## config.mk

```make
export PLATFORM = sky130hd
export DESIGN_NAME = pts_sequencer
export DESIGN_NICKNAME = d
export VERILOG_FILES = /design/src/design/pts_pkg.sv /design/src/design/pts_sequencer.sv /design/src/design/pts_dseg_scrub.sv
export SDC_FILE = /design/constraint.sdc
export NUM_CORES = 2
export LEC_CHECK = 0
export ABC_AREA = 0
export ABC_CLOCK_PERIOD_IN_PS = 8440
export BUFFER_PORTS_ARGS = -buffer_cell sky130_fd_sc_hd__buf_2
export CORE_AREA = 4 4 430 432
export DETAILED_ROUTE_END_ITERATION = 12
export DIE_AREA = 0 0 434 436
export PLACE_DENSITY = 0.5
export RECOVER_POWER = 50
export SLEW_MARGIN = 0
export SYNTH_ARGS = -nofsm -noshare
export SYNTH_HDL_FRONTEND = slang
export SYNTH_SLANG_ARGS = --single-unit
export TNS_END_PERCENT = 20
```

## constraint.sdc

```tcl
create_clock -name core_clk_i -period 8.44 [get_ports core_clk_i]
set_input_delay 0.844 -clock core_clk_i [delete_from_list [all_inputs] [get_ports core_clk_i]]
set_output_delay 0.844 -clock core_clk_i [all_outputs]
set_load 0.02 [all_outputs]
```

## src/design/pts_pkg.sv

```systemverilog
/*
 constants and types of the privilege transfer sequencer.
 assumes: 64-bit stack words, 16-bit selectors.
*/
// Overview of operation
// - long gate call: inner pointer, null stack selector
// - frame: ip +0, cs +8, sp +16, ss +24
// - long mode pushes and pops move eight bytes
// - no parameter copy, gate count ignored
// - far return pops ss; null skips descriptor load
// - interrupt return null ss: long target, level not 3
// - near return checks only code limit
// - same-level far return pops cs, ip, checks
// - level change only toward larger requested level
// - far return checks code descriptor and level
// - byte count skips callee parameters
// - restore caller stack, check it, fault on limit; the code has no limit check, it faults on desc_stack_ok_i or a null selector outside long mode
// - byte count added again without limit check
// - null data segments below new level
// - entry at any level, exit only at 0
// - fast entry saves no return state
// - entry takes cs, ip, sp; ss is cs plus 8
// - legacy exit: cs plus 16, ss plus 24
// - wide entry regs, low half outside long mode
// - long entry forces flat code and stack
// - wide exit: plus 32 and 40, long bit set
// - narrow exit in long mode clears long bit
package pts_pkg;
	// ---------------------------------------------
	// widths and selector fields
	// ---------------------------------------------
	localparam int          SEL_W       = 16;
	localparam int          ADR_W       = 64;
	localparam int          LVL_LO      = 0;
	localparam int          LVL_HI      = 1;
	localparam int          IDX_LO      = 2;
	localparam int          NARROW_W    = 32;
	// ---------------------------------------------
	// stack steps and frame offsets
	// ---------------------------------------------
	localparam logic [63:0] STEP_LONG   = 64'h8;
	localparam logic [63:0] STEP_LEGACY = 64'h4;
	localparam logic [63:0] FRM_CS      = 64'h8;
	localparam logic [63:0] FRM_SP      = 64'h10;
	localparam logic [63:0] FRM_SS      = 64'h18;
	// ---------------------------------------------
	// fast entry and exit selector offsets
	// ---------------------------------------------
	localparam logic [15:0] ENT_SS_OFS  = 16'h8;
	localparam logic [15:0] EXT_CS_OFS  = 16'h10;
	localparam logic [15:0] EXT_SS_OFS  = 16'h18;
	localparam logic [15:0] EXW_CS_OFS  = 16'h20;
	localparam logic [15:0] EXW_SS_OFS  = 16'h28;
	// ---------------------------------------------
	// levels and flat segment attributes
	// ---------------------------------------------
	localparam logic [1:0]  LVL_TOP     = 2'h0;
	localparam logic [1:0]  LVL_USER    = 2'h3;
	localparam logic [31:0] FLAT_BASE   = 32'h0;
	localparam logic [31:0] FLAT_LIMIT  = 32'hffffffff;
	localparam logic [13:0] NULL_IDX    = 14'h0;
	// operations offered by the instruction stream
	typedef enum logic [2:0] {
		OP_CALL_GATE,
		OP_NEAR_RTN,
		OP_FAR_RTN,
		OP_INTR_SS,
		OP_FAST_ENTRY,
		OP_FAST_EXIT
	} pts_op_e;
	// sequencer states
	typedef enum logic [1:0] {
		ST_IDLE,
		ST_PUSH,
		ST_POP,
		ST_FIN
	} pts_st_e;
endpackage

```

## src/design/pts_sequencer.sv

```systemverilog
/*
 privilege transfer sequencer: gate calls, returns,
 fast system entry and exit.
 assumes: request inputs stay stable while busy_o is
 high; memory answers each request with mem_ack_i.
*/
`timescale 1ns/10ps
`default_nettype none
module pts_sequencer
	import pts_pkg::*;
#(
	parameter int VA_BITS = 48
) (
	input  wire logic              core_clk_i,
	input  wire logic              reset_n_i,
	// request from the instruction stream
	input  wire logic              op_valid_i,
	input  wire pts_op_e           op_kind_i,
	input  wire logic              long_mode_i,
	input  wire logic              wide_operand_prefix_i,
	input  wire logic [1:0]        current_level_i,
	// caller context
	input  wire logic [15:0]       cur_code_sel_i,
	input  wire logic [63:0]       cur_ip_i,
	input  wire logic [15:0]       cur_stack_sel_i,
	input  wire logic [63:0]       cur_stack_ptr_i,
	input  wire logic [31:0]       code_limit_i,
	// gate and task state record
	input  wire logic [15:0]       gate_code_sel_i,
	input  wire logic [63:0]       gate_target_ip_i,
	input  wire logic [1:0]        gate_target_level_i,
	input  wire logic [4:0]        gate_param_count_i,
	input  wire logic [15:0]       task_stack_sel_i,
	input  wire logic [63:0]       task_stack_ptr_i,
	// return operands and checks
	input  wire logic [15:0]       rtn_byte_count_i,
	input  wire logic              desc_code_ok_i,
	input  wire logic              desc_stack_ok_i,
	input  wire logic              tgt_long_i,
	input  wire logic [1:0]        tgt_level_i,
	input  wire logic [15:0]       tgt_stack_sel_i,
	input  wire logic [7:0]        dseg_level_i,
	input  wire logic [3:0]        dseg_conf_i,
	// model registers and general registers
	input  wire logic [15:0]       entry_code_selector_reg_i,
	input  wire logic [63:0]       entry_pointer_reg_i,
	input  wire logic [63:0]       entry_stack_reg_i,
	input  wire logic [63:0]       wide_data_reg_i,
	input  wire logic [63:0]       wide_count_reg_i,
	// stack memory port
	output logic                   mem_req_o,
	output logic                   mem_we_o,
	output logic [63:0]            mem_addr_o,
	output logic [63:0]            mem_wdata_o,
	input  wire logic              mem_ack_i,
	input  wire logic [63:0]       mem_rdata_i,
	// results
	output logic                   busy_o,
	output logic                   done_o,
	output logic                   fault_o,
	output logic [15:0]            code_sel_o,
	output logic [63:0]            ip_o,
	output logic [15:0]            stack_sel_o,
	output logic [63:0]            stack_ptr_o,
	output logic [1:0]             level_o,
	output logic                   long_code_o,
	output logic [31:0]            seg_base_o,
	output logic [31:0]            seg_limit_o,
	output logic                   ld_stack_desc_o,
	output logic [3:0]             dseg_null_o
);
	// ---------------------------------------------
	// state record
	// ---------------------------------------------
	typedef struct packed {
		pts_st_e     st;      // sequencer state
		logic [1:0]  idx;     // frame slot
		logic [63:0] wsp;     // working stack pointer
		logic [63:0] pop_ip;  // popped pointer
		logic [15:0] pop_cs;  // popped code selector
		logic [63:0] pop_sp;  // popped caller pointer
		logic [15:0] pop_ss;  // popped or new selector
		logic        busy;
		logic        done;
		logic        fault;
		logic        mreq;
		logic        mwe;
		logic [63:0] maddr;
		logic [63:0] mwdata;
		logic [15:0] o_cs;
		logic [63:0] o_ip;
		logic [15:0] o_ss;
		logic [63:0] o_sp;
		logic [1:0]  o_lvl;
		logic        o_long;
		logic [31:0] o_base;
		logic [31:0] o_limit;
		logic        o_ldss;
		logic [3:0]  o_dnull;
	} pts_state_s;

	pts_state_s q;          // registered state
	pts_state_s d;          // next state
	logic [63:0] step;      // stack word size
	logic [63:0] bcnt;      // return byte count
	logic        xlvl;      // return changes level
	logic        ss_null;   // popped stack selector null
	logic [3:0]  scrub;     // data segments to null

	// ---------------------------------------------
	// helpers
	// ---------------------------------------------
	// upper address bits must copy the sign bit
	function automatic logic canon(input logic [63:0] a);
		logic [63:0] hi;
		hi = a >> (VA_BITS - 1);
		return (hi == '0) || (hi == (64'hffffffffffffffff >> (VA_BITS - 1)));
	endfunction

	// low half only, outside long mode or on a narrow fast exit
	function automatic logic [63:0] narrow(input logic [63:0] a);
		return {32'h0, a[NARROW_W-1:0]};
	endfunction

	// push data for each frame slot, outermost first
	function automatic logic [63:0] push_val(input logic [1:0] i,
		input logic [15:0] ss, input logic [63:0] sp,
		input logic [15:0] cs, input logic [63:0] ip);
		unique case (i)
			2'h0:    return {48'h0, ss};
			2'h1:    return sp;
			2'h2:    return {48'h0, cs};
			default: return ip;
		endcase
	endfunction

	assign step    = long_mode_i ? STEP_LONG : STEP_LEGACY;
	assign bcnt    = {48'h0, rtn_byte_count_i};
	assign xlvl    = q.pop_cs[LVL_HI:LVL_LO] > current_level_i;
	assign ss_null = q.pop_ss[SEL_W-1:IDX_LO] == NULL_IDX;

	// data segment levels against the new level
	pts_dseg_scrub #(
		.N_SEG       (4)
	) u_scrub (
		.new_level_i (q.pop_cs[LVL_HI:LVL_LO]),
		.seg_level_i (dseg_level_i),
		.seg_conf_i  (dseg_conf_i),
		.null_mask_o (scrub)
	);

	// ---------------------------------------------
	// next state
	// ---------------------------------------------
	always_comb begin
		d       = q;
		d.done  = 1'b0;
		d.fault = 1'b0;
		unique case (q.st)
			// accept a request
			ST_IDLE: begin
				if (op_valid_i) begin
					d.idx  = 2'h0;
					d.busy = 1'b1;
					unique case (op_kind_i)
						// gate call: stack switch, no parameter copy
						OP_CALL_GATE: begin
							if (long_mode_i) begin
								d.wsp    = entry_free_sp(task_stack_ptr_i);
								d.pop_ss = {NULL_IDX, gate_target_level_i};
							end else begin
								d.wsp    = narrow(task_stack_ptr_i);
								d.pop_ss = task_stack_sel_i;
							end
							d.maddr  = d.wsp - step;
							d.mwdata = push_val(2'h0, cur_stack_sel_i, cur_stack_ptr_i,
								cur_code_sel_i, cur_ip_i);
							d.mreq   = 1'b1;
							d.mwe    = 1'b1;
							d.st     = ST_PUSH;
						end
						// returns start popping at the stack top
						OP_NEAR_RTN, OP_FAR_RTN: begin
							d.wsp   = cur_stack_ptr_i;
							d.maddr = cur_stack_ptr_i;
							d.mreq  = 1'b1;
							d.mwe   = 1'b0;
							d.st    = ST_POP;
						end
						// null stack selector on interrupt return
						OP_INTR_SS: begin
							d.busy = 1'b0;
							if (tgt_stack_sel_i[SEL_W-1:IDX_LO] == NULL_IDX &&
								!(tgt_long_i && tgt_level_i != LVL_USER)) begin
								d.fault = 1'b1;
							end else begin
								d.done = 1'b1;
							end
						end
						// fast entry, no memory traffic at all
						OP_FAST_ENTRY: begin
							d.busy = 1'b0;
							if (long_mode_i && (entry_code_selector_reg_i[SEL_W-1:IDX_LO] ==
								NULL_IDX || !canon(entry_pointer_reg_i) ||
								!canon(entry_stack_reg_i))) begin
								d.fault = 1'b1;
							end else begin
								d.done    = 1'b1;
								d.o_cs    = entry_code_selector_reg_i;
								d.o_ss    = 16'(entry_code_selector_reg_i + ENT_SS_OFS);
								d.o_ip    = long_mode_i ? entry_pointer_reg_i :
									narrow(entry_pointer_reg_i);
								d.o_sp    = long_mode_i ? entry_stack_reg_i :
									narrow(entry_stack_reg_i);
								d.o_lvl   = LVL_TOP;
								d.o_long  = long_mode_i;
								d.o_base  = FLAT_BASE;
								d.o_limit = FLAT_LIMIT;
								d.o_ldss  = 1'b0;
								d.o_dnull = 4'h0;
							end
						end
						// fast exit, only from the top level
						OP_FAST_EXIT: begin
							d.busy = 1'b0;
							if (current_level_i != LVL_TOP) begin
								d.fault = 1'b1;
							end else if (long_mode_i && wide_operand_prefix_i) begin
								if (!canon(wide_data_reg_i) || !canon(wide_count_reg_i)) begin
									d.fault = 1'b1;
								end else begin
									d.done   = 1'b1;
									d.o_cs   = 16'(entry_code_selector_reg_i + EXW_CS_OFS);
									d.o_ss   = 16'(entry_code_selector_reg_i + EXW_SS_OFS);
									d.o_ip   = wide_data_reg_i;
									d.o_sp   = wide_count_reg_i;
									d.o_long = 1'b1;
								end
							end else begin
								d.done   = 1'b1;
								d.o_cs   = 16'(entry_code_selector_reg_i + EXT_CS_OFS);
								d.o_ss   = 16'(entry_code_selector_reg_i + EXT_SS_OFS);
								d.o_ip   = narrow(wide_data_reg_i);
								d.o_sp   = narrow(wide_count_reg_i);
								d.o_long = 1'b0;
							end
							if (d.done) begin
								d.o_lvl   = LVL_USER;
								d.o_base  = FLAT_BASE;
								d.o_limit = FLAT_LIMIT;
								d.o_ldss  = 1'b0;
								d.o_dnull = 4'h0;
							end
						end
						default: begin
							d.busy = 1'b0;
						end
					endcase
				end
			end
			// push the caller frame onto the new stack
			ST_PUSH: begin
				if (mem_ack_i) begin
					d.wsp = q.maddr;
					d.idx = 2'(q.idx + 2'h1);
					if (q.idx == 2'h3) begin
						d.mreq = 1'b0;
						d.mwe  = 1'b0;
						d.st   = ST_FIN;
					end else begin
						d.maddr  = q.maddr - step;
						d.mwdata = push_val(d.idx, cur_stack_sel_i, cur_stack_ptr_i,
							cur_code_sel_i, cur_ip_i);
					end
				end
			end
			// pop ip, cs, then caller sp and ss
			ST_POP: begin
				if (mem_ack_i) begin
					d.idx   = 2'(q.idx + 2'h1);
					d.wsp   = q.maddr + step;
					d.maddr = q.maddr + step;
					unique case (q.idx)
						2'h0:    d.pop_ip = long_mode_i ? mem_rdata_i : narrow(mem_rdata_i);
						2'h1:    d.pop_cs = mem_rdata_i[SEL_W-1:0];
						2'h2:    d.pop_sp = mem_rdata_i;
						default: d.pop_ss = mem_rdata_i[SEL_W-1:0];
					endcase
					if (op_kind_i == OP_NEAR_RTN || q.idx == 2'h3) begin
						d.mreq = 1'b0;
						d.st   = ST_FIN;
					end else if (q.idx == 2'h1) begin
						if (mem_rdata_i[LVL_HI:LVL_LO] < current_level_i) begin
							d.mreq  = 1'b0;
							d.busy  = 1'b0;
							d.fault = 1'b1;
							d.st    = ST_IDLE;
						end else if (mem_rdata_i[LVL_HI:LVL_LO] == current_level_i) begin
							d.mreq = 1'b0;
							d.st   = ST_FIN;
						end else begin
							d.maddr = q.maddr + step + bcnt;
							d.wsp   = d.maddr;
						end
					end
				end
			end
			// final checks and results
			ST_FIN: begin
				d.st   = ST_IDLE;
				d.busy = 1'b0;
				d.done = 1'b1;
				d.o_base  = FLAT_BASE;
				d.o_limit = FLAT_LIMIT;
				d.o_dnull = 4'h0;
				d.o_ldss  = 1'b0;
				unique case (op_kind_i)
					OP_CALL_GATE: begin
						d.o_cs   = gate_code_sel_i;
						d.o_ip   = gate_target_ip_i;
						d.o_ss   = q.pop_ss;
						d.o_sp   = q.wsp;
						d.o_lvl  = gate_target_level_i;
						d.o_long = long_mode_i;
						d.o_ldss = !long_mode_i;
					end
					OP_NEAR_RTN: begin
						if (q.pop_ip > {32'h0, code_limit_i}) begin
							d.done  = 1'b0;
							d.fault = 1'b1;
						end
						d.o_cs   = cur_code_sel_i;
						d.o_ip   = q.pop_ip;
						d.o_ss   = cur_stack_sel_i;
						d.o_sp   = q.wsp + bcnt;
						d.o_lvl  = current_level_i;
						d.o_long = long_mode_i;
					end
					default: begin
						if (!desc_code_ok_i || (xlvl && (ss_null ? !long_mode_i :
							!desc_stack_ok_i))) begin
							d.done  = 1'b0;
							d.fault = 1'b1;
						end
						d.o_cs   = q.pop_cs;
						d.o_ip   = q.pop_ip;
						d.o_lvl  = q.pop_cs[LVL_HI:LVL_LO];
						d.o_long = long_mode_i;
						if (xlvl) begin
							d.o_ss    = q.pop_ss;
							d.o_sp    = q.pop_sp + bcnt;
							d.o_ldss  = !ss_null;
							d.o_dnull = scrub;
						end else begin
							d.o_ss = cur_stack_sel_i;
							d.o_sp = q.wsp + bcnt;
						end
					end
				endcase
				if (d.fault) begin
					d.o_dnull = 4'h0;
					d.o_ldss  = 1'b0;
				end
			end
			default: begin
				d.st = ST_IDLE;
			end
		endcase
	end

	// inner pointer in long mode is taken whole
	function automatic logic [63:0] entry_free_sp(input logic [63:0] a);
		return a;
	endfunction

	// ---------------------------------------------
	// state register
	// ---------------------------------------------
	always_ff @(posedge core_clk_i or negedge reset_n_i) begin
		if (!reset_n_i) begin
			q    <= '0;
			q.st <= ST_IDLE;
		end else begin
			q <= d;
		end
	end

	// ---------------------------------------------
	// outputs
	// ---------------------------------------------
	assign mem_req_o       = q.mreq;
	assign mem_we_o        = q.mwe;
	assign mem_addr_o      = q.maddr;
	assign mem_wdata_o     = q.mwdata;
	assign busy_o          = q.busy;
	assign done_o          = q.done;
	assign fault_o         = q.fault;
	assign code_sel_o      = q.o_cs;
	assign ip_o            = q.o_ip;
	assign stack_sel_o     = q.o_ss;
	assign stack_ptr_o     = q.o_sp;
	assign level_o         = q.o_lvl;
	assign long_code_o     = q.o_long;
	assign seg_base_o      = q.o_base;
	assign seg_limit_o     = q.o_limit;
	assign ld_stack_desc_o = q.o_ldss;
	assign dseg_null_o     = q.o_dnull;

	logic idle_req;
	assign idle_req = q.st == ST_IDLE && op_valid_i;
endmodule
`default_nettype wire

```

## src/design/pts_dseg_scrub.sv

```systemverilog
/*
 data segment scrub mask for a level-raising return.
 assumes: segment levels and kinds are stable inputs.
*/
`timescale 1ns/10ps
`default_nettype none
module pts_dseg_scrub
	import pts_pkg::*;
#(
	parameter int N_SEG = 4
) (
	input  wire logic [1:0]         new_level_i,
	input  wire logic [2*N_SEG-1:0] seg_level_i,
	input  wire logic [N_SEG-1:0]   seg_conf_i,
	output logic      [N_SEG-1:0]   null_mask_o
);
	// ---------------------------------------------
	// one compare per segment register
	// ---------------------------------------------
	for (genvar g = 0; g < N_SEG; g++) begin : g_seg
		// conforming code is exempt
		assign null_mask_o[g] = !seg_conf_i[g] &&
			(seg_level_i[2*g+:2] < new_level_i);
	end
endmodule
`default_nettype wire

```

Word-level counts from Yosys, hierarchy flattened --
Index checks and enable logic that the tools add are counted.
Storage, ports and cells: flip-flop bits (word level) 593, logic and storage cells 239, output and inout port bits 365
Cells by class: $add $sub $neg 12, multiplexer cells 93, reduce and logical (&&, ||, !) cells 66, equality and inequality tests 37, magnitude comparators 7
Operators with widths (number):
- 2-to-1 mux 64 bit | 15
- one-hot mux 232 bit (2 select lines) | 2
- 2-to-1 mux 160 bit | 3
- one-hot mux 64 bit (3 select lines) | 2
- 2-to-1 mux 381 bit | 1
- one-hot mux 163 bit (2 select lines) | 1
- logical NOT 64 bit | 4
- one-hot mux 64 bit (2 select lines) | 2
- 2-to-1 mux 232 bit | 1
- 2-to-1 mux 229 bit | 1
- one-hot mux 66 bit (3 select lines) | 1
- adder 64 x 16 -> 64 bit | 3
- 2-to-1 mux 68 bit | 2
- one-hot mux 66 bit (2 select lines) | 1
- 2-to-1 mux 130 bit | 1
- 2-to-1 mux 128 bit | 1
- subtractor 64 x 4 -> 64 bit | 2
- 2-to-1 mux 80 bit | 1
- 2-to-1 mux 69 bit | 1
- equality test 17 bit, second input constant | 4
- adder 64 x 4 -> 64 bit | 1
- greater-than comparator 64 x 32 -> 1 bit | 1
- 2-to-1 mux 16 bit | 4
- logical NOT 14 bit | 3
- other kinds (42) | 157

Longest topological paths before layout --
word-level depth 14, mapped depth 21

By module --
From an unflattened synthesis, not the netlist that was laid out.
Second synthesis, totals: cell total of the unflattened synthesis 5686, area total of the unflattened synthesis 44033.5 µm²
Modules (own cells, without submodules):
- pts_sequencer | area an instance 43904.6 µm², cells each 5673, instances 1
- pts_dseg_scrub | area an instance 128.9 µm², cells each 13, instances 1

Worst setup path after synthesis --
OpenSTA, ideal clock, no wires.
path kind input -> register, start point in long_mode_i, end point reg q[580] in the netlist's numbering, setup slack 3300 ps, arrival 5019 ps, data required time 8319 ps, stages on the path 20, cell sequence clkbuf_1 -> inv_1 -> clkbuf_1 -> ha_1 -> fa_1 -> nand2_1 -> nor2_1 -> and3_1 -> xor2_1 -> ha_1 -> nand4_1 -> nor2_1 -> nand2_1 -> o211ai_1 -> nand2_1 -> nor4_4 -> a41oi_1 -> or4_1 -> and3_1 -> o22a_1
Between the ends: longest elaborated chain between the ends 9
RTL lines:
- start: declaration | RTL line pts_sequencer.sv:19 | input wire logic long_mode_i,
- 2-to-1 mux 4 bit | RTL line pts_sequencer.sv:137 | assign step = long_mode_i ? STEP_LONG : STEP_LEGACY;
- adder 64 x 4 -> 64 bit | RTL line pts_sequencer.sv:281, pts_sequencer.sv:302
- adder 64 x 16 -> 64 bit | RTL line pts_sequencer.sv:302 | d.maddr = q.maddr + step + bcnt;
- 2-to-1 mux 64 bit | RTL line pts_sequencer.sv:298 | end else if (mem_rdata_i[LVL_HI:LVL_LO] == current_level_i) begin
- 2-to-1 mux 64 bit | RTL line pts_sequencer.sv:293 | if (mem_rdata_i[LVL_HI:LVL_LO] < current_level_i) begin
- 2-to-1 mux 64 bit | RTL line pts_sequencer.sv:292 | end else if (q.idx == 2'h1) begin
- 2-to-1 mux 64 bit | RTL line pts_sequencer.sv:289 | if (op_kind_i == OP_NEAR_RTN || q.idx == 2'h3) begin
- 2-to-1 mux 229 bit | RTL line pts_sequencer.sv:279 | if (mem_ack_i) begin
- one-hot mux 66 bit (3 select lines) * | RTL line pts_sequencer.sv:159 | unique case (q.st)
- end: declaration | RTL line pts_sequencer.sv:102 | pts_state_s q;
Every way passes the cells marked *; elsewhere a longest branch is shown, timed or not. The select of a mux whose other input is x is not followed. A chain may end at the register's enable or synchronous reset.

Final worst setup path --
start point reg q (netlist bit mem_addr_o[3]), end point reg q[584] in the netlist's numbering
Between the ends: longest elaborated chain between the ends 8
RTL lines (RTL line):
- adder 64 x 4 -> 64 bit * | pts_sequencer.sv:281, pts_sequencer.sv:302
- adder 64 x 16 -> 64 bit | pts_sequencer.sv:302
- 2-to-1 mux 64 bit | pts_sequencer.sv:298
- 2-to-1 mux 64 bit | pts_sequencer.sv:293
- 2-to-1 mux 64 bit | pts_sequencer.sv:292
- 2-to-1 mux 64 bit * | pts_sequencer.sv:289
- 2-to-1 mux 229 bit * | pts_sequencer.sv:279
- one-hot mux 66 bit (3 select lines) * | pts_sequencer.sv:159
Marked as above.

==> report_table.html <==
<table>
<tr><th>Metric</th><th>Value</th></tr>
<tr><th colspan="2">Floorplanning</th></tr>
<tr><td>Area of the core</td><td>180500 um^2</td></tr>
<tr><td>Num rows</td><td>156</td></tr>
<tr><td>Die footprint</td><td>189200 um^2</td></tr>
<tr><td>Die height</td><td>436 um</td></tr>
<tr><td>Horizontal die dimension</td><td>434 um</td></tr>
<tr><td>Effective utilization at floorplan</td><td>23.98%</td></tr>
<tr><td>Count of boundary I/O pins</td><td>1120</td></tr>
<tr><th colspan="2">Timing</th></tr>
<tr><td>Transition time at the pin with the least slew margin</td><td>4.310 ns</td></tr>
<tr><td>Maximum frequency from static timing analysis</td><td>0.1781 GHz</td></tr>
<tr><td>Post-route worst hold slack</td><td>0.2854 ns</td></tr>
<tr><td>Total negative setup slack</td><td>0 ns</td></tr>
<tr><td>Number of hold-slack violations in the final timing report</td><td>0</td></tr>
<tr><td>Number of max-slew violations in the final report</td><td>340</td></tr>
<tr><td>Worst Slack Setup Final</td><td>2.826 ns</td></tr>
<tr><td>Setup repair after global routing missed its margin</td><td>false</td></tr>
<tr><td>Post-route minimum period</td><td>5.614 ns</td></tr>
<tr><td>Share of the cycle needed by the critical path after routing</td><td>66.51%</td></tr>
<tr><td>Clock Skew</td><td>0.04951 ns</td></tr>
<tr><td># setup viols final</td><td>0</td></tr>
<tr><td>Headroom to the max-slew limit</td><td>-187.3%</td></tr>
<tr><th colspan="2">Setup path</th></tr>
<tr><td>Cell-by-cell listing of the critical path</td><td>ha_1 -&gt; nor2b_1 -&gt; o21a_1 -&gt; nand4_1 -&gt; xnor2_1 -&gt; ha_1 -&gt; nand4_1 -&gt; nor2_1 -&gt; nand2_1 -&gt; o211ai_1 -&gt; nand2_1 -&gt; nor4_1 -&gt; nand2_1 -&gt; o2bb2a_1 -&gt; mux2i_1 -&gt; a211o_1</td></tr>
<tr><td>Worst path required time</td><td>8.98 ns</td></tr>
<tr><td>Element type at the critical path end</td><td>flip-flop</td></tr>
<tr><td>Critical setup path kind</td><td>flip-flop to flip-flop</td></tr>
<tr><td>Capturing point of the worst reg2reg path</td><td>q[584]</td></tr>
<tr><td>CP most frequent cell</td><td>sky130_fd_sc_hd__nand2_1</td></tr>
<tr><td>Register-to-Register Setup Slack</td><td>2.83 ns</td></tr>
<tr><td>Crit start category</td><td>flip-flop</td></tr>
<tr><td>Largest fanout on the critical path</td><td>9</td></tr>
<tr><td>Worst R2R Start</td><td>mem_addr_o[3]</td></tr>
<tr><td>Number of cells on the worst reg-to-reg path</td><td>16</td></tr>
<tr><td>CP max stage delay</td><td>1.05 ns</td></tr>
<tr><td>Arrival time worst endpoint</td><td>6.15 ns</td></tr>
<tr><td>Slowest cell on the critical path</td><td>sky130_fd_sc_hd__nor4_1</td></tr>
<tr><th colspan="2">Clock network</th></tr>
<tr><td>Quantity of gates resized following cts</td><td>0</td></tr>
<tr><td>Total of hold buffers inserted after clock tree synthesis</td><td>0</td></tr>
<tr><td>Buffer type at the clock tree root</td><td>sky130_fd_sc_hd__clkbuf_16</td></tr>
<tr><td>Maximum clock path buffer count</td><td>3</td></tr>
<tr><td>Total number of clock tree sinks</td><td>530</td></tr>
<tr><td>CTS tree</td><td>built</td></tr>
<tr><td>Clock latency on the worst-skew pair</td><td>0.70 ns</td></tr>
<tr><td>Clock transition at the register clock pins on the worst setup and hold paths after CTS</td><td>0.06 ns</td></tr>
<tr><td># H-tree levels</td><td>3</td></tr>
<tr><td>Post-CTS setup buffer count</td><td>0</td></tr>
<tr><td>Number of buffers created by CTS</td><td>71</td></tr>
<tr><th colspan="2">Placement</th></tr>
<tr><td>Number of buffers added on ports</td><td>1080</td></tr>
<tr><td>Setup slack at placement</td><td>2.262 ns</td></tr>
<tr><td>Total placed cells including tap cells</td><td>8371</td></tr>
<tr><td>Final weighted congestion in routability-driven placement</td><td>0.9790</td></tr>
<tr><td>Post-detail-place hpwl</td><td>209500 um</td></tr>
<tr><td>Standard cell area after detailed placement</td><td>48430 um^2</td></tr>
<tr><th colspan="2">Synth</th></tr>
<tr><td>Most used DFF post-synth</td><td>sky130_fd_sc_hd__dfrtp_1</td></tr>
<tr><td>Yosys warnings</td><td>0</td></tr>
<tr><td>Yosys reg bits</td><td>530</td></tr>
<tr><td>Share of Yosys cell area claimed by the top area cell type</td><td>30.63%</td></tr>
<tr><td>Most frequent cells after synthesis</td><td>sky130_fd_sc_hd__nand2_1 (847), sky130_fd_sc_hd__dfrtp_1 (530), sky130_fd_sc_hd__a21oi_1 (474)</td></tr>
<tr><td>Top cell type by total area after synthesis</td><td>sky130_fd_sc_hd__dfrtp_1</td></tr>
<tr><td>Cell area after synthesis</td><td>43300 um^2</td></tr>
<tr><td>Async set or reset register ratio after synthesis</td><td>100.0%</td></tr>
<tr><td>Most numerous cell in the Yosys netlist</td><td>sky130_fd_sc_hd__nand2_1</td></tr>
<tr><td>EDFF count, synth</td><td>0</td></tr>
<tr><td>Synth area leaders</td><td>sky130_fd_sc_hd__dfrtp_1 (31%), sky130_fd_sc_hd__nand2_1 (7.3%), sky130_fd_sc_hd__buf_4 (6.2%)</td></tr>
<tr><td>Sequential cell area fraction in the yosys report</td><td>30.63%</td></tr>
<tr><td>Post-synthesis cell count</td><td>5585</td></tr>
<tr><td>Synthesized area per cell</td><td>7.753 um^2</td></tr>
<tr><td>Distinct cell type count of the synthesized netlist</td><td>95</td></tr>
<tr><th colspan="2">Layout</th></tr>
<tr><td>Non-filler instance count after layout</td><td>8573</td></tr>
<tr><td>Multi-input combinational cell area</td><td>25710 um^2</td></tr>
<tr><td>Finished Cell Area</td><td>50860 um^2</td></tr>
<tr><td>Area growth, synth to finish</td><td>17.46%</td></tr>
<tr><td>Utilization of the core after routing</td><td>28.17%</td></tr>
<tr><td>Proportion of layout cells with a drive suffix above 1</td><td>19.78%</td></tr>
<tr><td>Number of nets at the end of the flow</td><td>6951</td></tr>
<tr><td>Fillers</td><td>20066</td></tr>
<tr><td>FF/Latch Area</td><td>13260 um^2</td></tr>
<tr><th colspan="2">Min path</th></tr>
<tr><td>Worst Hold Class</td><td>input port to asynchronous set/reset pin</td></tr>
<tr><th colspan="2">Drt</th></tr>
<tr><td>Routed wire per std cell</td><td>30.74 um</td></tr>
<tr><td>Final routed DRC violation total</td><td>0</td></tr>
<tr><td>Via density per instance</td><td>5.443</td></tr>
<tr><td>Final wirelength</td><td>263500 um</td></tr>
<tr><td>Drt first pass iters</td><td>6</td></tr>
<tr><td>DRT antenna net count</td><td>0</td></tr>
<tr><td>Vias</td><td>46667</td></tr>
<tr><td>Initial DRC Count</td><td>4822</td></tr>
<tr><th colspan="2">Outcome</th></tr>
<tr><td>Violated checks</td><td>max-capacitance violations, max-slew violations</td></tr>
<tr><td>Run status</td><td>complete, but fails checks</td></tr>
<tr><th colspan="2">Power and ir drop</th></tr>
<tr><td>Switching part of the total</td><td>52.49%</td></tr>
<tr><td>Pwr per Cell Area</td><td>361.8 nW/um^2</td></tr>
<tr><td>Combinational fraction of design power</td><td>54.2%</td></tr>
<tr><td>Net switching power of the design</td><td>9.659 mW</td></tr>
<tr><td>Tot Pwr</td><td>18.40 mW</td></tr>
<tr><td>Share of power burned in the clock network</td><td>18.9%</td></tr>
<tr><td>Leakage</td><td>21.24 nW</td></tr>
<tr><td>Share of total power in sequential cells</td><td>26.9%</td></tr>
<tr><td>Internal portion of total power</td><td>8.741 mW</td></tr>
<tr><td>Worst supply voltage drop on vdd</td><td>0.3217 mV</td></tr>
<tr><th colspan="2">Global route</th></tr>
<tr><td>Initial antenna violation count</td><td>110</td></tr>
<tr><td>Number of global-route vias before repair</td><td>44138</td></tr>
<tr><td>Total routing usage reported by global routing</td><td>26.49%</td></tr>
<tr><td>Largest net degree at the start of global routing</td><td>131</td></tr>
<tr><td>Total congestion overflow</td><td>0</td></tr>
<tr><td>Wire length of the first global-routing pass</td><td>357400 um</td></tr>
<tr><th colspan="2">Flow run</th></tr>
<tr><td>Max cap viols</td><td>5</td></tr>
</table>
## final cells by class
class | count | share of cell area [%]
Clock buffer | 81 | 3.705
Antenna cell | 75 | 0.3690
Multi-Input combinational cell | 4209 | 50.54
Inverter | 96 | 0.7085
Sequential cell | 530 | 26.08
Timing Repair Buffer | 1166 | 11.32
Clock inverter | 46 | 1.451
Tap cell | 2370 | 5.830
## registers in the layout, summed over array words and instances, names as in the netlist, 2 cells and up
register and cells:
mem_wdata_o 64, stack_sel_o 16, level_o 2, mem_addr_o 64, dseg_null_o 4, code_sel_o 16
stack_ptr_o 64, ip_o 64, q 228
## cell usage in the layout, fill, tap and decap left out, types with 53 or more instances in the layout
master,count
sky130_fd_sc_hd__xor2_1,80
sky130_fd_sc_hd__ha_1,110
sky130_fd_sc_hd__clkbuf_1,290
sky130_fd_sc_hd__nand3_1,123
sky130_fd_sc_hd__a22oi_1,97
sky130_fd_sc_hd__dfrtp_1,530
sky130_fd_sc_hd__xnor2_1,149
sky130_fd_sc_hd__a221oi_1,101
sky130_fd_sc_hd__buf_4,78
sky130_fd_sc_hd__o31ai_1,82
sky130_fd_sc_hd__buf_2,794
sky130_fd_sc_hd__inv_1,94
sky130_fd_sc_hd__mux2_2,116
sky130_fd_sc_hd__nand4_1,84
sky130_fd_sc_hd__nor2_1,450
sky130_fd_sc_hd__nand2_1,838
sky130_fd_sc_hd__nor4_1,99
sky130_fd_sc_hd__mux2i_1,82
sky130_fd_sc_hd__diode_2,75
sky130_fd_sc_hd__a21oi_1,473
sky130_fd_sc_hd__o21ai_0,404
sky130_fd_sc_hd__clkbuf_16,71
sky130_fd_sc_hd__nor3_1,107
sky130_fd_sc_hd__a31oi_1,53
## critical path, delay by kind of cell (launching register included)
kind                       cells  cell delay [ns]
and+or+nand+nor                8             2.45
AOI/OAI and AO/OA              4             1.37
adders and majority gates      2             0.70
muxes                          1             0.16
DFF                            1             0.61
xor gates and xnor gates       1             0.20
## power groups by stage
| stage | clock (mW) | sequential [mW] | combinational, mW |
|---|---|---|---|
| 6_report | 3.48 | 4.95 | 9.97 |
| 5_1_grt | 3.64 | 5.07 | 10.8 |
| 4_1_cts | 3.55 | 4.90 | 10.0 |
| 3_5_place_dp | 0 | 4.94 | 9.99 |
| 3_3_place_gp | 0 | 4.90 | 9.93 |
| 2_1_floorplan | 0 | 4.25 | 7.18 |
## cells by family after synthesis
logic type | after synthesis | share of synthesized area [%]
compound gates | 1641 | 24.30
xor+xnor | 229 | 4.632
fa+ha+maj | 122 | 3.647
buf+inv | 877 | 10.80
flops | 530 | 30.63
mux | 198 | 4.912
other cells | 1 | 0.008660
simple gates | 1987 | 21.07
## worst max path at each step
stage / to / cells after the start / startpoint
final: q[584] / 16 / mem_addr_o[3]
after global routing: mem_addr_o[8] / 2 / reset_n_i
after CTS: q[584] / 16 / mem_addr_o[3]
after detailed placement: q[584] / 18 / long_mode_i
after global placement: q[584] / 18 / long_mode_i
after floorplan: q[580] / 20 / long_mode_i
## layer usage
metal  vias to the layer above  global-route usage, %  share of wire [%]
li1                      20885                      -                  -
met1                     23073                  32.14                 39
met2                      2201                  41.75                 45
met3                       490                  5.638                7.7
met4                        18                  18.43                7.9
met5                         -                      0              0.044
Power figures use the tool's default switching activity.
